File: config.mk
export PLATFORM = sky130hd
export DESIGN_NAME = cstw_top
export DESIGN_NICKNAME = d
export VERILOG_FILES = /design/src/cstw_pkg.sv /design/src/cstw_div.sv /design/src/cstw_tick.sv /design/src/cstw_top.sv
export SDC_FILE = /design/constraint.sdc
export NUM_CORES = 1
export LEC_CHECK = 0
export ABC_AREA = 0
export BUFFER_PORTS_ARGS = -buffer_cell sky130_fd_sc_hd__buf_4
export CORE_ASPECT_RATIO = 2
export CORE_MARGIN = 5
export CORE_UTILIZATION = 30
export CTS_CLUSTER_DIAMETER = 80
export DETAILED_ROUTE_END_ITERATION = 6
export GPL_ROUTABILITY_DRIVEN = 0
export GPL_TIMING_DRIVEN = 0
export PLACE_DENSITY = 0.56
export SYNTH_ARGS = -nofsm -noshare
export SYNTH_HDL_FRONTEND = slang
export SYNTH_SLANG_ARGS = --single-unit
File: constraint.sdc
create_clock -name clk -period 11.4 [get_ports clk]
set_input_delay 2.28 -clock clk [delete_from_list [all_inputs] [get_ports clk]]
set_output_delay 2.28 -clock clk [all_outputs]
set_load 0.01 [all_outputs]
File: src/cstw_pkg.sv
/*
 Shared constants, types and helper functions for the clock sources and
 tick counter block.
 Assumes a 125 MHz system clock; the oscillators themselves are modelled
 as sampled pin levels and tick strobes on that clock.
*/
package cstw_pkg;

	localparam int CLK_MHZ = 125;
	localparam int CLK_KHZ = CLK_MHZ * 1000;

	// main oscillator ranges: 3, 6, 12, 24, 48, 74 MHz
	localparam int MAIN_NUM_RANGES = 6;
	localparam logic [2:0] MAIN_SEL_RST = 3'h0;
	localparam logic [2:0] MAIN_SEL_LAST = 3'h5;
	localparam logic [16:0] MAIN_KHZ_R0 = 17'h00bb8;
	localparam logic [16:0] MAIN_KHZ_R1 = 17'h01770;
	localparam logic [16:0] MAIN_KHZ_R2 = 17'h02ee0;
	localparam logic [16:0] MAIN_KHZ_R3 = 17'h05dc0;
	localparam logic [16:0] MAIN_KHZ_R4 = 17'h0bb80;
	localparam logic [16:0] MAIN_KHZ_R5 = 17'h12110;
	localparam int TRIM_W_DEF = 8;

	typedef enum logic [1:0] {
		SRC_MAIN = 2'h0,
		SRC_XTAL = 2'h1,
		SRC_FABRIC = 2'h2
	} cstw_src_type;

	typedef enum logic [2:0] {
		PLL_OFF = 3'h1,
		PLL_WAIT = 3'h2,
		PLL_LOCKED = 3'h4
	} cstw_pll_state_type;

	localparam int PLL_LOCK_US = 250;
	// longest time: rounds down
	localparam int PLL_LOCK_CYCLES = (PLL_LOCK_US * CLK_MHZ) / 1;
	localparam int PLL_OUT_MIN_KHZ = 24000;
	localparam int PLL_OUT_MAX_KHZ = 80000;
	localparam int PLL_IN_OFFSET = 1;
	localparam int PLL_FB_OFFSET = 2;
	localparam logic [5:0] PLL_FB_CODE_BAD = 6'h3f;

	localparam int DBL_IN_MIN_MHZ = 6;
	localparam int DBL_IN_MAX_MHZ = 24;
	localparam int DBL_GAP_MIN = CLK_MHZ / (2 * DBL_IN_MAX_MHZ);
	localparam int DBL_GAP_MAX = (CLK_MHZ + 2 * DBL_IN_MIN_MHZ - 1) / (2 * DBL_IN_MIN_MHZ);

	localparam int LSO_SLOW_KHZ = 1;
	localparam int LSO_MID_KHZ = 33;
	localparam int LSO_FAST_KHZ = 100;

	localparam int TICK_W = 13;
	localparam int PER_SEL_W = 4;

	// half period in system cycles, rounded to nearest
	function automatic int half_cycles(input int f_khz);
		return (CLK_KHZ + f_khz) / (2 * f_khz);
	endfunction

	function automatic logic [16:0] main_khz(input logic [2:0] sel);
		case (sel)
			3'h0: return MAIN_KHZ_R0;
			3'h1: return MAIN_KHZ_R1;
			3'h2: return MAIN_KHZ_R2;
			3'h3: return MAIN_KHZ_R3;
			3'h4: return MAIN_KHZ_R4;
			default: return MAIN_KHZ_R5;
		endcase
	endfunction

endpackage

File: src/cstw_div.sv
/*
 Even clock divider producing a 50% duty level and a rising-edge strobe.
 Assumes run comes from logic on clk; while run is low the count and level hold and the strobe stays low.
*/
`timescale 1ns/1ns
module cstw_div #(
	parameter int HALF = 625
) (
	input wire logic clk,
	input wire logic rst,
	input wire logic run,
	output logic div_clk,
	output logic div_tick
);
	localparam int CW = (HALF > 2) ? $clog2(HALF) : 1;
	localparam logic [CW-1:0] HALF_M1 = CW'(HALF - 1);

	logic [CW-1:0] cnt_ff;
	logic div_clk_ff;
	logic div_tick_ff;

	assign div_clk = div_clk_ff;
	assign div_tick = div_tick_ff;

	// equal halves give an exact 50% duty
	always_ff @(posedge clk)
	begin
		if (rst)
		begin
			cnt_ff <= '0;
			div_clk_ff <= 1'b0;
			div_tick_ff <= 1'b0;
		end
		else if (run)
		begin
			div_tick_ff <= 1'b0;
			if (cnt_ff == HALF_M1)
			begin
				cnt_ff <= '0;
				div_clk_ff <= ~div_clk_ff;
				div_tick_ff <= ~div_clk_ff;
			end
			else
				cnt_ff <= cnt_ff + 1'b1;
		end
		else
			div_tick_ff <= 1'b0;
	end

	a_div_hold: assert property (@(posedge clk) disable iff (rst)
		!run |=> $stable(div_clk_ff) && !div_tick_ff)
		else $error("divider moved while stopped");
	a_div_edge: assert property (@(posedge clk) disable iff (rst)
		$changed(div_clk_ff) |-> $past(cnt_ff) == HALF_M1 && cnt_ff == '0)
		else $error("divider toggled off its half period");

endmodule

File: src/cstw_tick.sv
/*
 13-bit free-running tick counter with periodic event and wakeup request.
 Assumes tick is a one-cycle strobe at 1 kHz and all inputs are on clk.
*/
`timescale 1ns/1ns
module cstw_tick (
	input wire logic clk,
	input wire logic rst,
	input wire logic tick,
	input wire logic run,
	input wire logic clear,
	input wire logic [cstw_pkg::PER_SEL_W-1:0] per_sel,
	input wire logic wake_en,
	input wire logic wake_ack,
	output logic [cstw_pkg::TICK_W-1:0] count,
	output logic per_evt,
	output logic wake_req
);
	logic [cstw_pkg::TICK_W-1:0] count_ff;
	logic [cstw_pkg::TICK_W-1:0] nxt_count;
	logic per_evt_ff;
	logic wake_req_ff;
	logic adv;
	logic per_hit;

	assign count = count_ff;
	assign per_evt = per_evt_ff;
	assign wake_req = wake_req_ff;
	assign adv = tick && run && !clear;
	assign nxt_count = count_ff + 1'b1;
	// event when the chosen bit falls; per_sel above 12 picks the top bit
	assign per_hit = (per_sel >= cstw_pkg::PER_SEL_W'(cstw_pkg::TICK_W)) ?
		(count_ff[cstw_pkg::TICK_W-1] && !nxt_count[cstw_pkg::TICK_W-1]) :
		(count_ff[per_sel] && !nxt_count[per_sel]);

	always_ff @(posedge clk)
	begin
		if (rst || clear)
			count_ff <= '0;
		else if (adv)
			count_ff <= nxt_count;
	end

	always_ff @(posedge clk)
	begin
		if (rst)
			per_evt_ff <= 1'b0;
		else
			per_evt_ff <= adv && per_hit;
	end

	// set wins over acknowledge
	always_ff @(posedge clk)
	begin
		if (rst)
			wake_req_ff <= 1'b0;
		else if (adv && per_hit && wake_en)
			wake_req_ff <= 1'b1;
		else if (wake_ack)
			wake_req_ff <= 1'b0;
	end

	a_tick_advance: assert property (@(posedge clk) disable iff (rst)
		tick && run && !clear |=> count_ff == $past(count_ff) + 13'h0001)
		else $error("tick counter did not advance by one");
	a_tick_clear: assert property (@(posedge clk) disable iff (rst)
		clear |=> count_ff == '0)
		else $error("tick counter not cleared");
	a_tick_frozen: assert property (@(posedge clk) disable iff (rst)
		!run && !clear |=> $stable(count_ff))
		else $error("tick counter moved while stopped");
	a_tick_wrap: assert property (@(posedge clk) disable iff (rst)
		adv && count_ff == 13'h1fff |=> count_ff == 13'h0000 && per_evt_ff)
		else $error("tick counter wrap lost");
	a_wake_set: assert property (@(posedge clk) disable iff (rst)
		adv && per_hit && wake_en |=> wake_req_ff)
		else $error("wakeup request lost");

	c_tick_wrap: cover property (@(posedge clk) disable iff (rst)
		adv && count_ff == 13'h1fff);
	c_wake: cover property (@(posedge clk) disable iff (rst) $rose(wake_req_ff));

endmodule

File: src/cstw_top.sv
/*
 Clock sources and tick counter: main oscillator range and trim, clock
 doubler, PLL lock supervision, low-speed clock dividers, tick counter.
 Assumes oscillator and fabric clocks arrive as pins sampled on clk;
 control inputs come from logic on clk.
*/
// Functional notes
// - direct routes may be any duty; divided outputs have exact 50% duty
// - main oscillator selects only 3, 6, 12, 24, 48 or 74 MHz
// - one stored trim per main range; the selected range's trim is applied
// - doubler output runs at exactly twice its input frequency
// - doubler input from main, crystal or fabric; valid 6 to 24 MHz
// - PLL input and feedback dividers give 4032 ratios; output 24 to 80 MHz
// - PLL reference from main oscillator, crystal or fabric
// - PLL locks within 250 us of enable and sets a readable lock bit
// - lock indication is a routable signal usable for an interrupt
// - low-speed oscillator gives 1 kHz, 33 kHz and 100 kHz clocks
// - tick counter is a 13-bit up counter stepped by the 1 kHz clock
// - tick counter runs except in hibernate and during debug halt
// - tick counter raises periodic events and wakeup requests
// - firmware write clears the tick counter, which then resumes
// - hibernate stops every clock and drops PLL lock but keeps the other register state
`timescale 1ns/1ns
module cstw_top #(
	parameter int TRIM_W = cstw_pkg::TRIM_W_DEF,
	parameter int PLL_LOCK_CYCLES = cstw_pkg::PLL_LOCK_CYCLES,
	parameter int LSO_SLOW_HALF = cstw_pkg::half_cycles(cstw_pkg::LSO_SLOW_KHZ),
	parameter int LSO_MID_HALF = cstw_pkg::half_cycles(cstw_pkg::LSO_MID_KHZ),
	parameter int LSO_FAST_HALF = cstw_pkg::half_cycles(cstw_pkg::LSO_FAST_KHZ),
	parameter logic [16:0] XTAL_KHZ = 17'h05dc0,
	parameter logic [16:0] FABRIC_KHZ = 17'h05dc0
) (
	input wire logic clk,
	input wire logic rst,
	input wire logic main_osc_clk,
	input wire logic mhz_crystal_osc,
	input wire logic fabric_clk,
	input wire logic hibernate,
	input wire logic debug_halt,
	input wire logic main_sel_wr,
	input wire logic [2:0] main_sel_code,
	input wire logic trim_wr,
	input wire logic [2:0] trim_idx,
	input wire logic [TRIM_W-1:0] trim_data,
	input wire logic dbl_en,
	input wire logic [1:0] dbl_src,
	input wire logic pll_en,
	input wire logic [1:0] pll_src,
	input wire logic [5:0] pll_in_code,
	input wire logic [5:0] pll_fb_code,
	input wire logic pll_use,
	input wire logic tick_clear,
	input wire logic [cstw_pkg::PER_SEL_W-1:0] per_sel,
	input wire logic wake_en,
	input wire logic wake_ack,
	output logic [2:0] main_sel,
	output logic [TRIM_W-1:0] main_trim,
	output logic dbl_tick,
	output logic dbl_range_ok,
	output logic pll_cfg_ok,
	output logic pll_lock,
	output logic pll_lock_evt,
	output logic sys_on_pll,
	output logic low_speed_oscillator_1k,
	output logic low_speed_oscillator_33k,
	output logic low_speed_oscillator_100k,
	output logic one_khz_tick_clock,
	output logic [cstw_pkg::TICK_W-1:0] central_tick_counter,
	output logic tick_evt,
	output logic wake_req
);
	localparam logic [TRIM_W-1:0] TRIM_RST = TRIM_W'(1) << (TRIM_W - 1);
	localparam logic [3:0] DBL_GAP_LO = 4'(cstw_pkg::DBL_GAP_MIN - 1);
	localparam logic [3:0] DBL_GAP_HI = 4'(cstw_pkg::DBL_GAP_MAX - 1);
	localparam int LCW = $clog2(PLL_LOCK_CYCLES + 1);
	// two cycles go to the enable edge and the state change
	localparam logic [LCW-1:0] LOCK_LAST = LCW'(PLL_LOCK_CYCLES - 2);
	localparam logic [31:0] OUT_MIN = 32'(cstw_pkg::PLL_OUT_MIN_KHZ);
	localparam logic [31:0] OUT_MAX = 32'(cstw_pkg::PLL_OUT_MAX_KHZ);

	function automatic logic [1:0] src_index(input logic [1:0] src);
		return (src == cstw_pkg::SRC_FABRIC || src == cstw_pkg::SRC_XTAL) ?
			src : cstw_pkg::SRC_MAIN;
	endfunction

	logic [2:0] src_meta_ff;
	logic [2:0] src_sync_ff;
	logic [2:0] src_prev_ff;
	logic [2:0] main_sel_ff;
	logic [TRIM_W-1:0] trim_mem [cstw_pkg::MAIN_NUM_RANGES];
	logic [TRIM_W-1:0] main_trim_ff;
	logic [3:0] gap_ff;
	logic dbl_tick_ff;
	logic dbl_range_ok_ff;
	logic dbl_edge;
	logic [16:0] ref_khz;
	logic [31:0] ref_prod;
	logic [31:0] in_ratio;
	logic cfg_ok;
	logic pll_cfg_ok_ff;
	cstw_pkg::cstw_pll_state_type pll_state_ff;
	cstw_pkg::cstw_pll_state_type nxt_pll_state;
	logic [LCW-1:0] lock_cnt_ff;
	logic pll_lock_ff;
	logic pll_lock_evt_ff;
	logic sys_on_pll_ff;
	logic pll_run;
	logic lso_run;
	logic tick_run;
	logic slow_tick;

	assign main_sel = main_sel_ff;
	assign main_trim = main_trim_ff;
	assign dbl_tick = dbl_tick_ff;
	assign dbl_range_ok = dbl_range_ok_ff;
	assign pll_cfg_ok = pll_cfg_ok_ff;
	assign pll_lock = pll_lock_ff;
	assign pll_lock_evt = pll_lock_evt_ff;
	assign sys_on_pll = sys_on_pll_ff;
	assign one_khz_tick_clock = low_speed_oscillator_1k;

	assign lso_run = !hibernate;
	assign tick_run = !hibernate && !debug_halt;
	assign pll_run = pll_en && !hibernate;

	// pin levels; the second and third stages are read, never the first
	always_ff @(posedge clk)
	begin
		if (rst)
		begin
			src_meta_ff <= 3'h0;
			src_sync_ff <= 3'h0;
			src_prev_ff <= 3'h0;
		end
		else
		begin
			src_meta_ff <= {fabric_clk, mhz_crystal_osc, main_osc_clk};
			src_sync_ff <= src_meta_ff;
			src_prev_ff <= src_sync_ff;
		end
	end

	// undefined range codes are ignored, keeping the last legal range
	always_ff @(posedge clk)
	begin
		if (rst)
			main_sel_ff <= cstw_pkg::MAIN_SEL_RST;
		else if (main_sel_wr && main_sel_code <= cstw_pkg::MAIN_SEL_LAST)
			main_sel_ff <= main_sel_code;
	end

	always_ff @(posedge clk)
	begin
		if (rst)
		begin
			for (int i = 0; i < cstw_pkg::MAIN_NUM_RANGES; i++)
				trim_mem[i] <= TRIM_RST;
		end
		else if (trim_wr && trim_idx <= cstw_pkg::MAIN_SEL_LAST)
			trim_mem[trim_idx] <= trim_data;
	end

	always_ff @(posedge clk)
	begin
		if (rst)
			main_trim_ff <= TRIM_RST;
		else
			main_trim_ff <= trim_mem[main_sel_ff];
	end

	// both edges of the chosen input give one strobe each
	assign dbl_edge = src_sync_ff[src_index(dbl_src)] ^ src_prev_ff[src_index(dbl_src)];

	always_ff @(posedge clk)
	begin
		if (rst)
			dbl_tick_ff <= 1'b0;
		else
			dbl_tick_ff <= dbl_en && lso_run && dbl_edge;
	end

	// half-period check; a sampled input cannot be judged finer than a cycle
	always_ff @(posedge clk)
	begin
		if (rst)
		begin
			gap_ff <= 4'hf;
			dbl_range_ok_ff <= 1'b0;
		end
		else if (dbl_edge)
		begin
			gap_ff <= 4'h0;
			dbl_range_ok_ff <= gap_ff >= DBL_GAP_LO && gap_ff <= DBL_GAP_HI;
		end
		else if (gap_ff != 4'hf)
			gap_ff <= gap_ff + 4'h1;
		else
			dbl_range_ok_ff <= 1'b0;
	end

	always_comb
	begin
		case (src_index(pll_src))
			cstw_pkg::SRC_XTAL: ref_khz = XTAL_KHZ;
			cstw_pkg::SRC_FABRIC: ref_khz = FABRIC_KHZ;
			default: ref_khz = cstw_pkg::main_khz(main_sel_ff);
		endcase
	end

	// 64 input divides times 63 feedback multiplies
	assign in_ratio = 32'(pll_in_code) + 32'(cstw_pkg::PLL_IN_OFFSET);
	assign ref_prod = 32'(ref_khz) * (32'(pll_fb_code) + 32'(cstw_pkg::PLL_FB_OFFSET));
	assign cfg_ok = pll_fb_code != cstw_pkg::PLL_FB_CODE_BAD &&
		ref_prod >= OUT_MIN * in_ratio && ref_prod <= OUT_MAX * in_ratio;

	always_ff @(posedge clk)
	begin
		if (rst)
			pll_cfg_ok_ff <= 1'b0;
		else
			pll_cfg_ok_ff <= cfg_ok;
	end

	always_comb
	begin
		nxt_pll_state = pll_state_ff;
		case (pll_state_ff)
			cstw_pkg::PLL_OFF:
				if (pll_run)
					nxt_pll_state = cstw_pkg::PLL_WAIT;
			cstw_pkg::PLL_WAIT:
				if (!pll_run)
					nxt_pll_state = cstw_pkg::PLL_OFF;
				else if (pll_cfg_ok_ff && lock_cnt_ff == LOCK_LAST)
					nxt_pll_state = cstw_pkg::PLL_LOCKED;
			cstw_pkg::PLL_LOCKED:
				if (!pll_run)
					nxt_pll_state = cstw_pkg::PLL_OFF;
				else if (!pll_cfg_ok_ff)
					nxt_pll_state = cstw_pkg::PLL_WAIT;
			default:
				nxt_pll_state = cstw_pkg::PLL_OFF;
		endcase
	end

	always_ff @(posedge clk)
	begin
		if (rst)
			pll_state_ff <= cstw_pkg::PLL_OFF;
		else
			pll_state_ff <= nxt_pll_state;
	end

	// an out-of-range setting keeps the loop from ever reporting lock
	always_ff @(posedge clk)
	begin
		if (rst)
			lock_cnt_ff <= '0;
		else if (pll_state_ff == cstw_pkg::PLL_WAIT && pll_cfg_ok_ff && lock_cnt_ff != LOCK_LAST)
			lock_cnt_ff <= lock_cnt_ff + 1'b1;
		else if (pll_state_ff != cstw_pkg::PLL_WAIT || !pll_cfg_ok_ff)
			lock_cnt_ff <= '0;
	end

	always_ff @(posedge clk)
	begin
		if (rst)
		begin
			pll_lock_ff <= 1'b0;
			pll_lock_evt_ff <= 1'b0;
		end
		else
		begin
			pll_lock_ff <= nxt_pll_state == cstw_pkg::PLL_LOCKED;
			pll_lock_evt_ff <= nxt_pll_state == cstw_pkg::PLL_LOCKED &&
				pll_state_ff != cstw_pkg::PLL_LOCKED;
		end
	end

	// consumer mux select drops in the same cycle as the lock bit
	always_ff @(posedge clk)
	begin
		if (rst)
			sys_on_pll_ff <= 1'b0;
		else
			sys_on_pll_ff <= pll_use && pll_lock_ff &&
				nxt_pll_state == cstw_pkg::PLL_LOCKED;
	end

	cstw_div #(.HALF(LSO_SLOW_HALF)) u_div_slow (
		.clk(clk),
		.rst(rst),
		.run(lso_run),
		.div_clk(low_speed_oscillator_1k),
		.div_tick(slow_tick)
	);

	cstw_div #(.HALF(LSO_MID_HALF)) u_div_mid (
		.clk(clk),
		.rst(rst),
		.run(lso_run),
		.div_clk(low_speed_oscillator_33k),
		.div_tick()
	);

	cstw_div #(.HALF(LSO_FAST_HALF)) u_div_fast (
		.clk(clk),
		.rst(rst),
		.run(lso_run),
		.div_clk(low_speed_oscillator_100k),
		.div_tick()
	);

	cstw_tick u_tick (
		.clk(clk),
		.rst(rst),
		.tick(slow_tick),
		.run(tick_run),
		.clear(tick_clear),
		.per_sel(per_sel),
		.wake_en(wake_en),
		.wake_ack(wake_ack),
		.count(central_tick_counter),
		.per_evt(tick_evt),
		.wake_req(wake_req)
	);

	// helper: cycles since the PLL was enabled with a valid setting
	logic [31:0] en_cnt_ff;
	always_ff @(posedge clk)
	begin
		if (rst || !pll_run || !pll_cfg_ok_ff)
			en_cnt_ff <= 32'h0;
		else if (en_cnt_ff != 32'hffffffff)
			en_cnt_ff <= en_cnt_ff + 32'h1;
	end

	a_lock_within: assert property (@(posedge clk) disable iff (rst)
		en_cnt_ff >= 32'(PLL_LOCK_CYCLES) |-> pll_lock_ff)
		else $error("pll lock later than allowed");
	a_lock_needs_en: assert property (@(posedge clk) disable iff (rst)
		(!pll_en || hibernate) |=> !pll_lock_ff)
		else $error("lock reported with pll stopped");
	a_sys_on_ref: assert property (@(posedge clk) disable iff (rst)
		!pll_lock_ff |-> !sys_on_pll_ff)
		else $error("consumers on pll before lock");
	a_lock_event: assert property (@(posedge clk) disable iff (rst)
		$rose(pll_lock_ff) |-> pll_lock_evt_ff ##1 !pll_lock_evt_ff)
		else $error("lock event missing or stretched");
	a_dbl_strobe: assert property (@(posedge clk) disable iff (rst)
		dbl_en && !hibernate && dbl_edge |=> dbl_tick_ff)
		else $error("doubler missed an input edge");
	a_sel_legal: assert property (@(posedge clk) disable iff (rst)
		main_sel_wr && main_sel_code > 3'h5 |=> $stable(main_sel_ff) && main_sel_ff <= 3'h5)
		else $error("illegal main range accepted");
	a_trim_apply: assert property (@(posedge clk) disable iff (rst)
		trim_wr && trim_idx == main_sel_ff && trim_idx <= 3'h5 && !main_sel_wr
		|=> ##1 main_trim_ff == $past(trim_data, 2))
		else $error("selected range trim not applied");
	a_cfg_range: assert property (@(posedge clk) disable iff (rst)
		pll_lock_ff |-> $past(pll_cfg_ok_ff))
		else $error("lock with out-of-range pll setting");

	c_pll_lock: cover property (@(posedge clk) disable iff (rst) $rose(pll_lock_ff));
	c_dbl_ok: cover property (@(posedge clk) disable iff (rst) $rose(dbl_range_ok_ff));
	c_tick_evt: cover property (@(posedge clk) disable iff (rst) tick_evt);

endmodule

After elaboration in Yosys (flattened, before gate mapping)
Memory sizes are Yosys's and may differ from the RTL's. A register that Yosys moved wholly into a read port is not among the register bits.
Index checks and enable logic that the tools add are counted.

word-level totals
  bits in latches = 0
  memories = 1
  bits of input ports = 49
  word-level logic and storage cells = 153
  bits in read-only memories = 0
  RAM bits = 48
  register bits after elaboration = 96

memories
  name      words  width  rd ports  clocked after Yosys merged registers in  wr ports  RTL line        RTL
  trim_mem  6      8      1         1                                        6         cstw_top.sv:90  logic [TRIM_W-1:0] trim_mem [cstw_pkg::MAIN_NUM_RANGES];

cells by class
  add/sub/neg operators = 8
  divide/modulo/power cells = 0
  $lt $le $gt $ge = 9
  shift-type cells = 0
  multipliers = 3
  bitwise operators = 6
  equality and inequality tests = 24
  reduce and logical (&&, ||, !) cells = 41
  multiplexer cells = 38

operator list
  operator                 count
  $pmux W17 S5             1
  $mux W15                 2
  $ge A24 B22 Y1           1
  $le A24 B24 Y1           1
  $mul A17 B7 Y24          1
  $logic_and A1 B1 Y1      21
  $mux W3                  6
  $mul A10 B7 Y17 const A  1
  $mux W17                 1
  $add A16 B1 Y16 const B  1
  $eq A16 B16 Y1 const B   1
  $mul A9 B7 Y16 const A   1
  $mux W16                 1
  $add A15 B1 Y15 const B  1
  $eq A15 B15 Y1 const B   1
  $mux W1                  15
  $ne A15 B15 Y1 const B   1
  $add A13 B1 Y13 const B  1
  $add A11 B1 Y11 const B  1
  $eq A11 B11 Y1 const B   1
  $mux W11                 1
  $add A10 B1 Y10 const B  1
  $eq A10 B10 Y1 const B   1
  $mux W10                 1
  35 further kinds         65

Depth between registers and ports, before layout
  word-level depth = 10
  depth in mapped cells = 30
  mapped depth without buffers = 28

By module
From an unflattened synthesis, not the netlist that was laid out.

unflattened totals
  cell total of the unflattened synthesis = 1429
  area, all modules = 13665.6 µm²

modules (own cells, without submodules)
  module                 times used  cells each  area each (µm²)
  cstw_top               1           1082        10592.7
  cstw_tick              1           127         1043.5
  cstw_div (u_div_slow)  1           94          834.6
  cstw_div (u_div_mid)   1           65          625.6
  cstw_div (u_div_fast)  1           61          569.3

Least setup slack after synthesis
Ideal clock, no wire load.

  kind = input -> register
  start = in pll_fb_code[1]
  end = reg pll_cfg_ok_ff, in the netlist pll_cfg_ok
  required time = 11.278 ns
  arrival time = 8.220 ns
  buffers on the path = 0
  library setup time = 0.122 ns
  stages = 24
  path slack = 3.059 ns
  cells stage by stage = ha_1 > xnor2_1 > nor2_1 > fa_1 > inv_1 > fa_1 > inv_1 > fa_1 > inv_1 > fa_1 > inv_1 > ha_1 > or4_4 > o211ai_2 > nand2b_1 > a21o_1 > xor2_1 > ha_1 > nand4_1 > a21oi_1 > a2111oi_0 > o31ai_2 > a211o_1 > o311a_1

on the way
  longest elaborated chain between the ends = 5
  elaborated cells between the ends (all ways) = 7
  classes of those cells = add/sub: 1; mul: 1; order compare: 2; eq/ne: 1; reduce/logical: 2

RTL lines
  item                   RTL line         RTL
  from (decl)            cstw_top.sv:50   input wire logic [5:0] pll_fb_code,
  $add A6 B2 Y7          cstw_top.sv:212  assign ref_prod = 32'(ref_khz) * (32'(pll_fb_code) + 32'(cstw_pkg::PLL_FB_OFFSET));
  $mul A17 B7 Y24        cstw_top.sv:212
  $ge A24 B22 Y1         cstw_top.sv:214  ref_prod >= OUT_MIN * in_ratio && ref_prod <= OUT_MAX * in_ratio;
  $logic_and A1 B1 Y1    cstw_top.sv:213  assign cfg_ok = pll_fb_code != cstw_pkg::PLL_FB_CODE_BAD &&
  $logic_and A1 B1 Y1 *  cstw_top.sv:214
  to (signal assigned)   cstw_top.sv:221  pll_cfg_ok_ff <= cfg_ok;
  to (decl)              cstw_top.sv:100  logic pll_cfg_ok_ff;

Mark *: on every way between the ends. The rest lies on a longest branch, timed or not.
A chain may end at the register's enable or synchronous reset.

Final worst setup path
  start = in pll_src[1]
  end = reg pll_cfg_ok_ff, in the netlist pll_cfg_ok

on the way
  longest elaborated chain between the ends = 10
  elaborated cells between the ends (all ways) = 13
  classes of those cells = mul: 1; order compare: 2; eq/ne: 4; mux: 2; reduce/logical: 4

RTL lines
  item                                          RTL line         RTL
  from (decl)                                   cstw_top.sv:48   input wire logic [1:0] pll_src,
  $eq A2 B2 Y1 or $eq A2 B1 Y1 (tied branches)  cstw_top.sv:82   return (src == cstw_pkg::SRC_FABRIC || src == cstw_pkg::SRC_XTAL) ?
  $logic_or A1 B1 Y1                            cstw_top.sv:82
  $mux W2 *                                     cstw_top.sv:82
  $eq A2 B2 Y1 or $eq A2 B1 Y1 (tied branches)  cstw_top.sv:203  case (src_index(pll_src))
  $reduce_or A2 Y1 (no line) *                  n/a
  $mux W17 *                                    cstw_top.sv:203
  $mul A17 B7 Y24 *                             cstw_top.sv:212
  $ge A24 B22 Y1                                cstw_top.sv:214
  $logic_and A1 B1 Y1                           cstw_top.sv:213
  $logic_and A1 B1 Y1 *                         cstw_top.sv:214

Marks and branches as above.

==> qor.txt <==
outcome: finished clean
gr ovfl total: 0
Port Buf Inserts: 82
Initial Util: 30.3%
Hold Path End: src_sync_ff[1]$_SDFF_PP0_
Chip Height: 309 µm
max-cap violations: 0
Final period util: 87.0%
Clock Tree Buf Depth: 2
worst skew pair latency: 0.44 ns
Slew @ Worst Pin: 1.04 ns
WL/cell: 15.5 µm
hold crit path type: reg2reg
Worst Path Arrival: 10.28 ns
Final nets: 1,821
Worst Path Required: 11.76 ns
kind of start point of the critical path: input pin
Layout area overhead: 14.6%
largest net degree at the start of global routing: 17
Tot GR Track Use: 13.3%
CTS H-tree lvls: 4
Synthesis Warnings: 0
hold buffer count at cts: 0
CP Class: in2reg
# diodes: 0
Routed Antenna Nets: 0
Core ar.: 44,200 µm²
Syn Inst Count: 1,421
Mapped Area: 13,400 µm²
Syn Area/Cell: 9.42 µm²
vias: 10,071
Setup TNS: 0 ns
slowest CP cell: a2111oi_0
CTS tree: built
final hold viol count: 0
hold depth: 1
worst path bufs/invs: 6
Post-synth EDFFs: 64
prevailing post-synth register cell: dfxtp_1
PwrDens: 222 nW/µm²
Period minus WS final: 9.92 ns
min-delay src: src_meta_ff[1]$_SDFF_PP0_
reg2reg start: main_sel[1]$_SDFFE_PP0P_
Die ar.: 49,200 µm²
Reg clk slew, reported paths: 0.07 ns
Core Util, Final: 34.7%
Yosys reg bits: 168
achievable frequency: 101 MHz
Routed Wire Length: 32,600 µm
Worst setup EP type: flip-flop
async set-reset flop share out of synthesis: 0%
r2r worst-path depth: 28
worst reg2reg path endpoint: pll_cfg_ok$_SDFF_PP0_
postcts setup bufs: 0
flop-to-flop setup slack: 2.72 ns
global-route wire length before repair: 52,600 µm
sequential element share of the synthesized area: 29.9%
final worst slack: 1.48 ns
Num Clock Sinks: 168
DRT iter0 DRCs: 254
count of different cell masters after synthesis: 81
# DRC: 0
Pleak: 0.00685 µW
DR vias/cell: 4.78
RSZ-0062 raised after global routing: false
1st-pass router iterations: 5
cell row count: 109
clock root buffer: clkbuf_16
pre-CTS WS: 1.04 ns
ratio of cells with drive above 1 in the final layout: 10.7%
Clock Skew: 0.00929 ns
die width: 159 µm
Peak VDD IR: 0.000142 V
Final Setup Violations: 0
CP peak stage delay: 0.83 ns
CP delay by family, top: adder cells
CP Max Fanout: 10
antenna violations before repair: 0
number of global-route vias before repair: 10,796
Post-CTS Resized: 0
io pins: 85
Rel. slew slack: 30.2%
hpwl dp: 27,600 µm
CTS Buf Count: 17
Final Max Slew Viols: 0
Total Power: 3400 µW
-- per-stage QoR --
step	std cells	instance area (µm²)	hold slack [ns]
CTS	2105	15300	0.446
global placement	2073	14800	0.422
finish	2105	15300	0.442
detailed placement	2073	14800	0.430
global route	2105	15300	0.463
floorplan	1436	13400	0.414
-- worst max-delay path by stage --
stage	to	start	slack [ns]	cells past startpoint
global placement	pll_cfg_ok$_SDFF_PP0_	pll_fb_code[1]	1.07	27
CTS	pll_cfg_ok$_SDFF_PP0_	pll_src[1]	1.48	28
detailed placement	pll_cfg_ok$_SDFF_PP0_	pll_src[1]	1.04	28
floorplan	pll_cfg_ok$_SDFF_PP0_	pll_fb_code[1]	3.06	24
finish	pll_cfg_ok$_SDFF_PP0_	pll_src[1]	1.48	28
global route	pll_cfg_ok$_SDFF_PP0_	pll_src[1]	1.14	28
-- where the power goes --
part           switching (µW)  total (µW)  internal, µW
Sequential               14.3         665           651
Clock                     246         568           322
Combinational            1240        2170           931
Total                    1500        3400          1900
-- synth_stat cells, types with 3 or more instances --
master | number | area [µm²]
a211oi_1 | 3 | 22.5
ha_1 | 151 | 1890
nor3_1 | 18 | 90.1
o21ai_1 | 4 | 20.0
xnor2_1 | 51 | 447
nand2_1 | 132 | 495
edfxtp_1 | 64 | 1920
and3_1 | 22 | 138
a21o_1 | 20 | 150
o21a_1 | 5 | 37.5
xor2_1 | 57 | 499
or2_2 | 10 | 62.6
nand4_1 | 15 | 93.8
nor2_1 | 163 | 612
or3_1 | 8 | 50.1
inv_1 | 157 | 589
buf_1 | 3 | 11.3
a41o_1 | 4 | 40.0
nor4b_1 | 5 | 43.8
a21oi_1 | 71 | 355
nor4_1 | 4 | 25.0
o21bai_1 | 7 | 52.6
nand2b_1 | 16 | 100
nand3b_1 | 4 | 30.0
fa_1 | 84 | 1680
nand3_1 | 37 | 185
o21ai_0 | 26 | 130
and2_1 | 24 | 150
clkbuf_1 | 30 | 113
dfxtp_1 | 104 | 2080
o31ai_1 | 3 | 22.5
or4b_2 | 3 | 30.0
o211ai_1 | 3 | 22.5
nor2b_1 | 31 | 194
mux2i_1 | 10 | 100
mux4_2 | 16 | 360
a31oi_1 | 3 | 18.8
-- cells by family (layout without fill, tap and decap cells) --
family,Yosys count,count (layout),share of synthesized area (%)
other,1,16,0.0280
adders and majority gates,235,235,26.7
AOI/OAI and AO/OA,175,175,8.40
and+or+nand+nor,513,513,18.9
DFF,168,168,29.9
buffers and inverters,194,308,5.54
xor gates and xnor gates,109,109,7.18
muxes,26,26,3.44
-- final cells by class --
cell class | instances | area [µm²]
tap | 555 | 694
timing repair buffer | 82 | 616
clock inverter | 11 | 113
multi-input combinational | 1074 | 8700
fill | 4644 | 28800
inverter | 157 | 589
sequential | 168 | 4000
clock buffer | 21 | 470
buffer | 37 | 153
-- metal layers --
layer	part of all wire, %	wire, µm	GRT usage, %	vias to the layer above
li1	-	-	-	5013
met1	34	11100	12.0	4813
met2	59	19200	27.5	166
met3	1.9	607	1.61	79
met4	5.2	1700	7.70	0
met5	0	0	0	-
-- sequential cells by signal, indices dropped and copies added (netlist names), 3 cells and up --
name and flops:
main_sel 3, src_sync_ff 3, pll_state_ff 3, u_div_mid.cnt_ff 11
src_meta_ff 3, u_div_slow.cnt_ff 16, u_div_fast.cnt_ff 10, gap_ff 4
src_prev_ff 3, lock_cnt_ff 15, trim_mem 64, u_tick.count 13
main_trim 8
-- placed cells by master (no fill, tap or decap), drive strengths merged, types with 37 or more instances in the layout --
cell,instances
nor2,163
edfxtp,64
inv,161
a21oi,72
ha,151
nand2,132
fa,84
buf,89
xor2,58
clkbuf,51
nand3,37
dfxtp,104
xnor2,51
Power figures use the tool's default switching activity.
